--- src/hw/mtmc_pkg.sv ---
// Package for the five-channel timer mode control block.
// Assumes a 32-bit Avalon-MM slave with byte addresses and word-aligned registers.
`default_nettype none
package mtmc_pkg;
  localparam int unsigned NUM_CH = 5;
  localparam int unsigned CNT_W = 16;
  localparam int unsigned ADDR_W = 8;
  // Register byte offsets
  localparam logic [7:0] START_OFS = 8'h00;
  localparam logic [7:0] SYNC_OFS = 8'h04;
  localparam logic [7:0] MODE_OFS = 8'h08;
  localparam logic [7:0] CH_BASE_OFS = 8'h10;
  localparam logic [7:0] CH_STRIDE = 8'h10;
  localparam logic [3:0] CTRL_SUB = 4'h0;
  localparam logic [3:0] COUNT_SUB = 4'h4;
  localparam logic [3:0] GEN_A_SUB = 4'h8;
  localparam logic [3:0] GEN_B_SUB = 4'hC;
  // Field positions
  localparam int unsigned PHASE_BIT = 2;
  localparam int unsigned COMBO_LSB = 4;
  localparam int unsigned CTRL_FIXED_BIT = 7;
  localparam int unsigned PHASE_CH = 2;
  localparam int unsigned COMBO_CH_LO = 3;
  localparam int unsigned COMBO_CH_HI = 4;
  // Reset values
  localparam logic [4:0] START_RST = 5'h00;
  localparam logic [4:0] SYNC_RST = 5'h00;
  localparam logic PHASE_RST = 1'h0;
  localparam logic [15:0] COUNT_RST = 16'h0000;
  localparam logic [15:0] GR_RST = 16'hFFFF;
  // Prescaler and clear codes
  localparam logic [2:0] PSC_EXT_A = 3'h4;
  localparam logic [2:0] PSC_EXT_B = 3'h5;
  localparam logic [1:0] CLR_NONE = 2'h0;
  localparam logic [1:0] CLR_MATCH_A = 2'h1;
  localparam logic [1:0] CLR_MATCH_B = 2'h2;
  localparam logic [1:0] CLR_SYNC = 2'h3;
  typedef enum logic [1:0] {
    MTMC_COMBO_NORM0 = 2'b00,
    MTMC_COMBO_NORM1 = 2'b01,
    MTMC_COMBO_CPWM = 2'b10,
    MTMC_COMBO_RSPWM = 2'b11
  } mtmc_combo_t;
  typedef struct packed {
    logic [1:0] clear_source;
    logic [1:0] edge_select;
    logic [2:0] prescale_select;
  } mtmc_ctrl_t;
  localparam mtmc_ctrl_t CTRL_RST = 7'h00;
endpackage : mtmc_pkg
`default_nettype wire

--- src/hw/mtmc_timer.sv ---
// Five-channel 16-bit timer: clock source, clear source, sync, phase and combination modes.
// Assumes an Avalon-MM master on sys_clk_i; external clock pins are asynchronous.
//
// Implementation choices: the Avalon-MM slave port and the address map.
`default_nettype none
module mtmc_timer (
  // Clock and reset
  input wire logic sys_clk_i,
  input wire logic arst_n_i,
  // Avalon-MM slave
  input wire logic [mtmc_pkg::ADDR_W-1:0] avs_address_i,
  input wire logic avs_read_i,
  input wire logic avs_write_i,
  input wire logic [31:0] avs_writedata_i,
  input wire logic [3:0] avs_byteenable_i,
  output logic [31:0] avs_readdata_o,
  output logic avs_waitrequest_o,
  // External clock pins
  input wire logic external_clock_input_a_i,
  input wire logic external_clock_input_b_i,
  // PWM pair from channel 3 count against its general register B
  output logic [1:0] pwm_o
);
  localparam int N = mtmc_pkg::NUM_CH;

  logic [4:0] start, next_start, sync, next_sync;
  logic phase, next_phase;
  mtmc_pkg::mtmc_combo_t combo, next_combo;
  mtmc_pkg::mtmc_ctrl_t ctrl [N];
  mtmc_pkg::mtmc_ctrl_t next_ctrl [N];
  logic [15:0] timer_count_value [N];
  logic [15:0] next_count [N];
  logic [15:0] general_register_a [N];
  logic [15:0] next_gen_a [N];
  logic [15:0] general_register_b [N];
  logic [15:0] next_gen_b [N];
  logic tri_down, next_tri_down;
  logic [2:0] div, next_div;
  logic [1:0] a_sync, b_sync, next_a_sync, next_b_sync;
  logic a_old, b_old, next_a_old, next_b_old;
  logic wait_q, next_wait;
  logic [31:0] rdata, next_rdata;
  logic [1:0] pwm, next_pwm;

  // Picks the divided internal tick or the external edge for a prescaler code
  function automatic logic clk_tick(input logic [2:0] psc, input logic [2:0] d,
                                    input logic ea, input logic eb);
    case (psc)
      3'h0: clk_tick = 1'b1;
      3'h1: clk_tick = d[0];
      3'h2: clk_tick = &d[1:0];
      3'h3: clk_tick = &d;
      mtmc_pkg::PSC_EXT_A: clk_tick = ea;
      mtmc_pkg::PSC_EXT_B: clk_tick = eb;
      default: clk_tick = 1'b0;
    endcase
  endfunction

  // Rising, falling or both edges of an external pin
  function automatic logic edge_hit(input logic [1:0] sel, input logic rise, input logic fall);
    edge_hit = sel[1] ? (rise | fall) : (sel[0] ? fall : rise);
  endfunction

  // Byte-lane merge for 16-bit registers
  function automatic logic [15:0] merge16(input logic [15:0] old, input logic [31:0] wd,
                                          input logic [3:0] be);
    merge16 = {be[1] ? wd[15:8] : old[15:8], be[0] ? wd[7:0] : old[7:0]};
  endfunction

  always_comb begin
    logic a_rise, a_fall, b_rise, b_fall;
    logic [N-1:0] tick, own_clr, clr;
    logic sync_clr, req, wr_fire, q_up, q_dn, wr_sync_cnt;
    logic [15:0] wr_cnt_val;
    logic [7:0] ofs;
    logic [3:0] sub;
    logic [2:0] ch;
    logic ch_hit;
    a_rise = 1'b0;
    a_fall = 1'b0;
    b_rise = 1'b0;
    b_fall = 1'b0;
    tick = '0;
    own_clr = '0;
    clr = '0;
    sync_clr = 1'b0;
    req = avs_read_i | avs_write_i;
    wr_fire = avs_write_i & ~wait_q;
    q_up = 1'b0;
    q_dn = 1'b0;
    wr_sync_cnt = 1'b0;
    wr_cnt_val = avs_writedata_i[15:0];
    ofs = avs_address_i - mtmc_pkg::CH_BASE_OFS;
    sub = ofs[3:0];
    ch = ofs[6:4];
    ch_hit = (avs_address_i >= mtmc_pkg::CH_BASE_OFS) && (ofs[7] == 1'b0) && (ch < 3'(N));
    next_start = start;
    next_sync = sync;
    next_phase = phase;
    next_combo = combo;
    next_ctrl = ctrl;
    next_count = timer_count_value;
    next_gen_a = general_register_a;
    next_gen_b = general_register_b;
    next_tri_down = tri_down;
    next_rdata = rdata;
    // Pins go through two flops before any edge logic looks at them
    next_a_sync = {a_sync[0], external_clock_input_a_i};
    next_b_sync = {b_sync[0], external_clock_input_b_i};
    next_a_old = a_sync[1];
    next_b_old = b_sync[1];
    a_rise = a_sync[1] & ~a_old;
    a_fall = ~a_sync[1] & a_old;
    b_rise = b_sync[1] & ~b_old;
    b_fall = ~b_sync[1] & b_old;
    next_div = div + 3'h1;
    for (int c = 0; c < N; c++) begin
      tick[c] = start[c] & clk_tick(ctrl[c].prescale_select, div,
                                    edge_hit(ctrl[c].edge_select, a_rise, a_fall),
                                    edge_hit(ctrl[c].edge_select, b_rise, b_fall));
    end
    // quadrature decode on pins A and B
    if (phase) begin
      q_up = (a_sync[1] ^ b_old) & (a_rise | a_fall | b_rise | b_fall);
      q_dn = (a_old ^ b_sync[1]) & (a_rise | a_fall | b_rise | b_fall);
      tick[mtmc_pkg::PHASE_CH] = start[mtmc_pkg::PHASE_CH] & (q_up ^ q_dn);
    end
    for (int c = 0; c < N; c++) begin
      own_clr[c] = tick[c] &
        (((ctrl[c].clear_source == mtmc_pkg::CLR_MATCH_A) &&
          (timer_count_value[c] == general_register_a[c])) ||
         ((ctrl[c].clear_source == mtmc_pkg::CLR_MATCH_B) &&
          (timer_count_value[c] == general_register_b[c])));
    end
    sync_clr = |(own_clr & sync);
    for (int c = 0; c < N; c++) begin
      clr[c] = own_clr[c] | ((ctrl[c].clear_source == mtmc_pkg::CLR_SYNC) & sync[c] & sync_clr);
      if (clr[c]) begin
        next_count[c] = 16'h0000;
      end else if (tick[c]) begin
        if ((c == mtmc_pkg::PHASE_CH) && phase && q_dn) begin
          next_count[c] = timer_count_value[c] - 16'h0001;
        end else begin
          next_count[c] = timer_count_value[c] + 16'h0001;
        end
      end
    end
    // independent channels need no override here
    case (combo)
      mtmc_pkg::MTMC_COMBO_CPWM: begin
        // triangle on channel 3, channel 4 locked to it
        if (tick[mtmc_pkg::COMBO_CH_LO]) begin
          if (!tri_down && (timer_count_value[3] >= general_register_a[3])) begin
            next_tri_down = 1'b1;
            next_count[3] = timer_count_value[3] - 16'h0001;
          end else if (tri_down && (timer_count_value[3] == 16'h0000)) begin
            next_tri_down = 1'b0;
            next_count[3] = 16'h0001;
          end else begin
            next_count[3] = tri_down ? timer_count_value[3] - 16'h0001 :
                                       timer_count_value[3] + 16'h0001;
          end
        end else begin
          next_count[3] = timer_count_value[3];
        end
        next_count[4] = next_count[3];
      end
      mtmc_pkg::MTMC_COMBO_RSPWM: begin
        // sawtooth reset on channel 3 general A
        next_tri_down = 1'b0;
        if (tick[mtmc_pkg::COMBO_CH_LO]) begin
          next_count[3] = (timer_count_value[3] == general_register_a[3]) ? 16'h0000 :
                          timer_count_value[3] + 16'h0001;
        end else begin
          next_count[3] = timer_count_value[3];
        end
        next_count[4] = next_count[3];
      end
      default: begin
        next_tri_down = 1'b0;
      end
    endcase
    // Complementary pair; a dead band would need its own register
    next_pwm[0] = (combo[1]) & (next_count[3] < general_register_b[3]);
    next_pwm[1] = (combo[1]) & ~(next_count[3] < general_register_b[3]);
    // Bus: one wait cycle, then a single-cycle answer
    next_wait = ~(req & wait_q);
    if (avs_read_i && wait_q) begin
      if (avs_address_i == mtmc_pkg::START_OFS) begin
        next_rdata = {27'h0, start};
      end else if (avs_address_i == mtmc_pkg::SYNC_OFS) begin
        next_rdata = {27'h0, sync};
      end else if (avs_address_i == mtmc_pkg::MODE_OFS) begin
        next_rdata = {26'h0, combo, 1'b0, phase, 2'h0};
      end else if (ch_hit && (sub == mtmc_pkg::CTRL_SUB)) begin
        next_rdata = {24'h0, 1'b1, ctrl[ch]};
      end else if (ch_hit && (sub == mtmc_pkg::COUNT_SUB)) begin
        next_rdata = {16'h0, timer_count_value[ch]};
      end else if (ch_hit && (sub == mtmc_pkg::GEN_A_SUB)) begin
        next_rdata = {16'h0, general_register_a[ch]};
      end else if (ch_hit && (sub == mtmc_pkg::GEN_B_SUB)) begin
        next_rdata = {16'h0, general_register_b[ch]};
      end else begin
        next_rdata = 32'h0;
      end
    end
    if (wr_fire && avs_byteenable_i[0]) begin
      if (avs_address_i == mtmc_pkg::START_OFS) begin
        next_start = avs_writedata_i[4:0];
      end else if (avs_address_i == mtmc_pkg::SYNC_OFS) begin
        next_sync = avs_writedata_i[4:0];
      end else if (avs_address_i == mtmc_pkg::MODE_OFS) begin
        next_phase = avs_writedata_i[mtmc_pkg::PHASE_BIT];
        next_combo = mtmc_pkg::mtmc_combo_t'(avs_writedata_i[mtmc_pkg::COMBO_LSB +: 2]);
      end else if (ch_hit && (sub == mtmc_pkg::CTRL_SUB)) begin
        next_ctrl[ch] = avs_writedata_i[6:0];
      end
    end
    if (wr_fire && ch_hit) begin
      if (sub == mtmc_pkg::COUNT_SUB) begin
        wr_cnt_val = merge16(timer_count_value[ch], avs_writedata_i, avs_byteenable_i);
        next_count[ch] = wr_cnt_val;
        wr_sync_cnt = sync[ch];
      end else if (sub == mtmc_pkg::GEN_A_SUB) begin
        next_gen_a[ch] = merge16(general_register_a[ch], avs_writedata_i, avs_byteenable_i);
      end else if (sub == mtmc_pkg::GEN_B_SUB) begin
        next_gen_b[ch] = merge16(general_register_b[ch], avs_writedata_i, avs_byteenable_i);
      end
    end
    // preset of a synchronized counter loads the whole group
    for (int c = 0; c < N; c++) begin
      if (wr_sync_cnt && sync[c]) begin
        next_count[c] = wr_cnt_val;
      end
    end
  end

  always_ff @(posedge sys_clk_i or negedge arst_n_i) begin
    if (!arst_n_i) begin
      start <= mtmc_pkg::START_RST;
      sync <= mtmc_pkg::SYNC_RST;
      phase <= mtmc_pkg::PHASE_RST;
      combo <= mtmc_pkg::MTMC_COMBO_NORM0;
      for (int c = 0; c < N; c++) begin
        ctrl[c] <= mtmc_pkg::CTRL_RST;
        timer_count_value[c] <= mtmc_pkg::COUNT_RST;
        general_register_a[c] <= mtmc_pkg::GR_RST;
        general_register_b[c] <= mtmc_pkg::GR_RST;
      end
      tri_down <= 1'b0;
      div <= 3'h0;
      a_sync <= 2'h0;
      b_sync <= 2'h0;
      a_old <= 1'b0;
      b_old <= 1'b0;
      wait_q <= 1'b1;
      rdata <= 32'h0;
      pwm <= 2'h0;
    end else begin
      start <= next_start;
      sync <= next_sync;
      phase <= next_phase;
      combo <= next_combo;
      ctrl <= next_ctrl;
      timer_count_value <= next_count;
      general_register_a <= next_gen_a;
      general_register_b <= next_gen_b;
      tri_down <= next_tri_down;
      div <= next_div;
      a_sync <= next_a_sync;
      b_sync <= next_b_sync;
      a_old <= next_a_old;
      b_old <= next_b_old;
      wait_q <= next_wait;
      rdata <= next_rdata;
      pwm <= next_pwm;
    end
  end

  assign avs_readdata_o = rdata;
  assign avs_waitrequest_o = wait_q;
  assign pwm_o = pwm;
endmodule : mtmc_timer
`default_nettype wire

--- config.mk ---
export PLATFORM = sky130hd
export DESIGN_NAME = mtmc_timer
export DESIGN_NICKNAME = d
export VERILOG_FILES = /design/src/hw/mtmc_pkg.sv /design/src/hw/mtmc_timer.sv
export SDC_FILE = /design/constraint.sdc
export NUM_CORES = 1
export LEC_CHECK = 0
export BUFFER_PORTS_ARGS = -buffer_cell sky130_fd_sc_hd__buf_2
export CAP_MARGIN = 5
export CORE_MARGIN = 2
export CORE_UTILIZATION = 60
export DETAILED_ROUTE_END_ITERATION = 10
export PLACE_DENSITY = 0.77
export SKIP_CTS_REPAIR_TIMING = 1
export SLEW_MARGIN = 10
export SYNTH_ARGS = -nofsm -noshare
export SYNTH_HDL_FRONTEND = slang
export SYNTH_SLANG_ARGS = --single-unit
--- constraint.sdc ---
create_clock -name sys_clk_i -period 10.75 [get_ports sys_clk_i]
set_input_delay 1.6125 -clock sys_clk_i [delete_from_list [all_inputs] [get_ports sys_clk_i]]
set_output_delay 1.6125 -clock sys_clk_i [all_outputs]
set_load 0.01 [all_outputs]
==> run metrics, run 1 <==
outcome finished, final reports clean; FP Rows between 60 and 70; GP Congestion around 1.0; Final min period about 6.6 ns; number of diodes 0; post-synthesis async set-or-reset flop share 100%; DRT antenna net count 0; most frequent cells in the layout nand2_1 (390), o21ai_0 (299), dfstp_2 (161), dfrtp_1 (156), a21oi_1 (151); area grow syn2layout 8.06%; fraction of layout cells with a size suffix above 1 between 10% and 20%; Fmax between 150 and 200 MHz; Crit Path Max Fanout 13; most common cell after layout, fill and taps aside nand2_1; Worst EP required about 11 ns; relative slew slack 8.04%; I/O Buffers 50; GR Util met3 10.2%; Worst Tran Pin Value 1.38 ns; vias in the first global route 18,500; share of the synthesized area in the top cell type between 10% and 20%; first-pass GRT wire length ~120,000 µm; Slew Limit Fails 0; Util after Layout about two thirds; Remaining Overflow, GRT 0; #FFs+latches synth around 320; initial antenna violation count 0; WHS between 0.3 and 0.4 ns; Reg clk slew, reported paths about 0.06 ns; clock tree from TritonCTS yes; Setup violations, final 0; Residual DRC 0; Max clock buf depth 3; GRT Overall Usage 44.1%; Fillers ~3,000; post-synthesis instance total approximately 2,500; wire length per cell ~27 µm; origin of the critical flop-to-flop path timer_count_value[25]; Starting Density about three fifths; Leak 0.00941 µW; Iter 0 DRT Violations 2,594; IO Count 85; final hold viol count 0; worst skew pair latency roughly 0.57 ns; MaxCap Viol Count 0; Critical Path Start Type flip-flop; Core ar. around 35,000 µm²; met1 Use GR between 60% and 70%; placed wire-length estimate ~60,000 µm; maximum number of pins on one net before global-route repair approximately 170; HP Start a_sync[0]; syn avg cell area around 8.4 µm²; P per Cell Area 164 nW/µm²; Most used DFF post-synth dfstp_2; Post-synth EDFFs 0; post-synth cell types 74; Setup TNS Final 0 ns; Worst Clk Skew about 0.018 ns; Max VDD drop 0.000182 V; number of H-tree levels 2; multi-input logic area roughly 12,000 µm²; cell taking the most area after synthesis dfstp_2; period utilization a little over 60%; CTS buffer count 38; drt first pass iters 7; Critical Path End Type flip-flop; Die W around 190 µm; register area share after synthesis approximately two fifths; total routed wirelength 81,300 µm; DR vias/cell 6.70; clock root cell clkbuf_16; CP Launch Point timer_count_value[25]; Crit Path Class reg2reg; Most Used Layer, Global Route met2; via count around 20,000; fin nets about 2,600; Synth warnings 0; FF/Latch Area around 8100 µm²; Clock Sinks roughly 320; met2 Use GR between 60 and 70%; die height 193 µm; area of the die about 37,000 µm²; top post-synthesis cells by area dfstp_2 (20%), dfrtp_1 (18%), o21ai_0 (7.0%); Netlist Area Pre-Place approximately 21,000 µm²; RSZ-0062 raised after global routing false; WP data arrival 7.03 ns; worst min-delay path category reg2reg
registers in the layout, indices dropped and copies added, names as in the netlist:
| signal | cells |
|---|---|
| b_sync | 2 |
| ctrl | 35 |
| general_register_a | 80 |
| avs_waitrequest_o | 1 |
| b_old | 1 |
| tri_down | 1 |
| sync | 5 |
| a_sync | 2 |
| phase | 1 |
| avs_readdata_o | 16 |
| timer_count_value | 80 |
| a_old | 1 |
| combo | 2 |
| pwm_o | 2 |
| general_register_b | 80 |
| start | 5 |
| div | 3 |
power by group:
| part | internal, µW | switching, µW | total (µW) |
|---|---|---|---|
| sequential | 1290 | 269 | 1560 |
| clock | 819 | 545 | 1360 |
| combinational | 318 | 557 | 875 |
critical path: stages, from the launching register on:
cell and delay (ns):
dfrtp_1 0.65, ha_1 0.45, nand4_1 0.34, nor3_1 0.87, a211o_1 0.31, a21oi_1 0.13
and3_1 0.30, nor3_1 0.83, a22oi_1 0.15, o21ai_0 0.15, o21ai_0 0.23, nand2_1 0.15
ha_1 0.25, a21oi_1 0.15, nor2b_1 0.06, o21ai_0 0.14, nand2b_1 0.10, a211oi_1 0.22
o21ai_0 0.34, a21oi_1 0.26, o2111ai_1 0.16, and3_1 0.21
per-layer routing:
| layer | wire length [µm] | up-vias |
|---|---|---|
| met2 | 34700 | 1189 |
| met4 | 4120 | 0 |
| met5 | 0 | - |
| met1 | 33000 | 9714 |
| li1 | - | 8894 |
| met3 | 9530 | 222 |
area by class of cell:
type                            instances  area share, %
Multi-Input combinational cell       1962           52.9
Sequential cell                       317           35.2
Clock buffer                           57           5.01
Tap cell                              461           2.49
Timing Repair Buffer                   81           2.20
Inverter                               96           1.56
Clock inverter                         13          0.633
kinds of logic (layout without fill, tap and decap cells):
logic type / after synthesis / count (layout) / synth area share, %
other: 1 / 16 / 0.0175
and+or+nand+nor: 803 / 803 / 17.0
muxes: 118 / 118 / 6.13
adders and majority gates: 60 / 60 / 3.54
buffers and inverters: 282 / 247 / 5.33
DFF: 317 / 317 / 38.0
AOI/OAI and AO/OA: 737 / 737 / 20.6
xor gates and xnor gates: 228 / 228 / 9.33
synthesized netlist by cell type, types with 18 or more instances:
master / n
nor2_1: 124
buf_1: 26
a21oi_1: 152
nand2b_1: 34
xnor2_1: 80
nor4_1: 32
mux2i_1: 50
and3_1: 18
xor2_1: 148
mux2_2: 64
a31oi_1: 48
dfrtp_1: 156
nand2_1: 390
clkbuf_1: 132
nand4_1: 34
nor3_1: 75
o22ai_1: 66
dfstp_2: 161
o21ai_0: 300
inv_1: 96
ha_1: 59
nand3_1: 49
path summary, 6_finish.rpt:
| check | to | slack, ns | cells after the start |
|---|---|---|---|
| setup reg to reg | pwm_o[1] | 4.16 | 21 |
| min in group asynchronous | timer_count_value[25] | 1.01 | 1 |
| hold / removal | a_sync[1] | 0.34 | 0 |
| hold reg to reg | a_sync[1] | 0.34 | 0 |
| max in group asynchronous | a_sync[1] | 7.55 | 3 |
| setup / recovery | pwm_o[1] | 4.16 | 21 |
per-stage QoR:
stage	setup slack, ns	instance area, µm²	std cells	total power, µW
final	4.16	23100	2987	3800
after global routing	3.97	23100	2987	3910
after CTS	4.40	23100	2987	3740
after detailed placement	4.43	21800	2917	2390
after global placement	4.48	21800	2917	2370
after floorplan	5.86	21500	2561	2030
No activity file was read; power rests on OpenSTA's default activity.
==> run 2, diff against run 1 <==
--- a/config.mk
+++ b/config.mk
@@ -8,9 +8,9 @@
 export BUFFER_PORTS_ARGS = -buffer_cell sky130_fd_sc_hd__buf_2
 export CAP_MARGIN = 5
 export CORE_MARGIN = 2
-export CORE_UTILIZATION = 60
+export CORE_UTILIZATION = 57
 export DETAILED_ROUTE_END_ITERATION = 10
-export PLACE_DENSITY = 0.77
+export PLACE_DENSITY = 0.76
 export SKIP_CTS_REPAIR_TIMING = 1
 export SLEW_MARGIN = 10
 export SYNTH_ARGS = -nofsm -noshare
==> constraint.sdc (replaced) <==
create_clock -name sys_clk_i -period 6 [get_ports sys_clk_i]
set_input_delay 0.9 -clock sys_clk_i [delete_from_list [all_inputs] [get_ports sys_clk_i]]
set_output_delay 0.9 -clock sys_clk_i [all_outputs]
set_load 0.01 [all_outputs]
==> run 2 against run 1 <==
Net effect: design area is 0.99% higher; clock power grew 79%; die area up 5.2%; wire length down 2.7%; non-clock buffer count is 28 higher; total power increased by 78%; critical path depth is 1 lower; maximum frequency is 16% higher; setup slack worse by 3.8 ns.
==> run metrics, run 2 (synthesized netlist as in run 1, its figures left out) <==
outcome finished, final reports clean (unchanged); RSZ-0062 raised after global routing false (unchanged); Final min period 5.66 ns (was 6.59 ns); first-pass GRT wire length 119,000 µm (was 120,000 µm); Core ar. 36,800 µm² (was 35,300 µm²); Max VDD drop 0.000219 V (was 0.000182 V); number of diodes 0 (unchanged); r2r setup slk 0.34 ns (was 4.16 ns); Max clock buf depth 3 (unchanged); maximum number of pins on one net before global-route repair 146 (was 174); wire length per cell 26.2 µm (was 27.2 µm); GP Congestion 1.07 (was 1.04); final hold viol count 0 (unchanged); Iter 0 DRT Violations 2,886 (was 2,594); Setup violations, final 0 (unchanged); worst r2r dst pwm_o[1] (unchanged); Die W 198 µm (was 193 µm); P per Cell Area 290 nW/µm² (was 164 nW/µm²); fin worst setup slack 0.338 ns (was 4.16 ns); Starting Density 58.2% (was 60.6%); Fmax 177 MHz (was 152 MHz); Slew Limit Fails 0 (unchanged); Remaining Overflow, GRT 0 (unchanged); GRT Overall Usage 40.6% (was 44.1%); DRT antenna net count 0 (unchanged); initial antenna violation count 1 (was 0); Clk pwr share 36.1% (was 35.9%); area grow syn2layout 9.13% (was 8.06%); die height 198 µm (was 193 µm); Largest regs general_register_a: 80 flops, general_register_b: 80 flops, timer_count_value: 80 flops (unchanged); worst min-delay path category in2async (was reg2reg); relative slew slack 11.5% (was 8.04%); origin of the critical flop-to-flop path general_register_a[27] (was timer_count_value[25]); Critical Path Start Type flip-flop (unchanged); via count 20,300 (was 20,000); placed wire-length estimate 58,900 µm (was 60,000 µm); fin nets 2,633 (was 2,606); Comb power frac 23.7% (was 23.0%); most common cell after layout, fill and taps aside nand2_1 (unchanged); Residual DRC 0 (unchanged); Worst Clk Skew 0.0258 ns (was 0.0179 ns); Clock Sinks 317 (unchanged); drt first pass iters 6 (was 7); CTS buffer count 37 (was 38); Leak 0.00955 µW (was 0.00941 µW); clock tree from TritonCTS yes (unchanged); IO Count 85 (unchanged); switch share 34.8% (was 36.1%); WHS 0.335 ns (was 0.345 ns); Worst EP required 6.43 ns (was 11.19 ns); Place WS 0.559 ns (was 4.43 ns); area of the die 39,100 µm² (was 37,200 µm²); clock root cell clkbuf_16 (unchanged); Crit Path Max Fanout 6 (was 13); Worst Reg2Reg Path Length in Cells 20 (was 21); Critical Path End Type flip-flop (unchanged); Int Pwr 4410 µW (was 2430 µW); MaxCap Viol Count 0 (unchanged); Util after Layout 63.5% (was 65.5%); sequential share of power 40.2% (was 41.1%); number of H-tree levels 2 (unchanged); most frequent cells in the layout nand2_1 (390), o21ai_0 (299), dfstp_2 (161), dfrtp_1 (156), a21oi_1 (151) (unchanged); FP Rows 70 (was 69); Net Sw Power 2350 µW (was 1370 µW); Setup TNS Final 0 ns (unchanged); CP Launch Point general_register_a[27] (was timer_count_value[25]); I/O Buffers 50 (unchanged); DR vias/cell 6.73 (was 6.70); vias in the first global route 19,200 (was 18,500); CP Capture Point pwm_o[1] (unchanged); WP data arrival 6.09 ns (was 7.03 ns); Worst Tran Pin Value 1.31 ns (was 1.38 ns); period utilization 94.4% (was 61.3%); Reg clk slew, reported paths 0.06 ns (about the same); worst skew pair latency 0.55 ns (was 0.57 ns); total routed wirelength 79,100 µm (was 81,300 µm); fraction of layout cells with a size suffix above 1 16.6% (was 15.8%); Crit Path Class reg2reg (unchanged)
[run 2: changes by cell type in the layout (fill, tap and decap cells not counted), sizes merged]
| cell | delta |
|---|---|
| clkinv | -4 |
| clkinvlp | -1 |
| bufinv | +1 |
| clkbuf | +2 |
| buf | +28 |
[run 2: worst min path at each step]
stage          startpoint                     to  slack (ns)  cells past startpoint
3_3_place_gp    a_sync[0]              a_sync[1]        0.33                      0
2_1_floorplan   a_sync[0]              a_sync[1]        0.33                      0
4_1_cts         a_sync[0]              a_sync[1]        0.35                      0
5_1_grt         a_sync[0]              a_sync[1]        0.36                      0
6_report         arst_n_i  timer_count_value[12]        0.33                      1
3_5_place_dp    a_sync[0]              a_sync[1]        0.34                      0
[run 2: metal layers]
metal / vias to the layer above / track usage, % / share of wire, %
met5: - / 0 / 0
met4: 0 / 16.9 / 4.8
met1: 9758 / 54.5 / 39
li1: 8915 / - / -
met2: 1414 / 59.5 / 42
met3: 232 / 14.5 / 14
[run 2: worst max-delay path: stages (launching register included)]
cell and delay [ns]:
dfstp_2 0.55, inv_1 0.10, ha_1 0.32, nand4_1 0.23
nor3_1 0.75, a211o_1 0.26, a21oi_1 0.12, nand4_1 0.27
and2_1 0.30, nor4_1 0.07, a221oi_1 0.44, o21ai_0 0.30
ha_1 0.36, nor2b_1 0.14, o21ai_0 0.15, nand2b_1 0.09
a211oi_1 0.24, o21ai_0 0.27, a21oi_1 0.21, o2111ai_1 0.15
and3_1 0.22
[run 2: power by group through the flow]
| stage | registers, µW | logic [µW] | clock network [µW] |
|---|---|---|---|
| after floorplan | 2470 | 1170 | 0 |
| final | 2720 | 1600 | 2440 |
| after detailed placement | 2710 | 1540 | 0 |
| after global placement | 2700 | 1510 | 0 |
| after CTS | 2680 | 1550 | 2450 |
| after global routing | 2720 | 1720 | 2540 |
[run 2: metrics by stage]
stage,total power [µW],instances,area [µm²]
after floorplan,3630,2561,21500
after global placement,4210,2952,22000
after detailed placement,4260,2952,22000
after CTS,6680,3020,23300
after global routing,6990,3020,23400
final,6770,3020,23400
[run 2: layout make-up]
class	count	area, µm²
Sequential cell	317	8130
Multi-Input combinational cell	1962	12200
Fill cell	3169	13400
Clock inverter	9	149
Timing Repair Buffer	109	731
Inverter	96	360
Tap cell	468	586
Clock buffer	59	1160
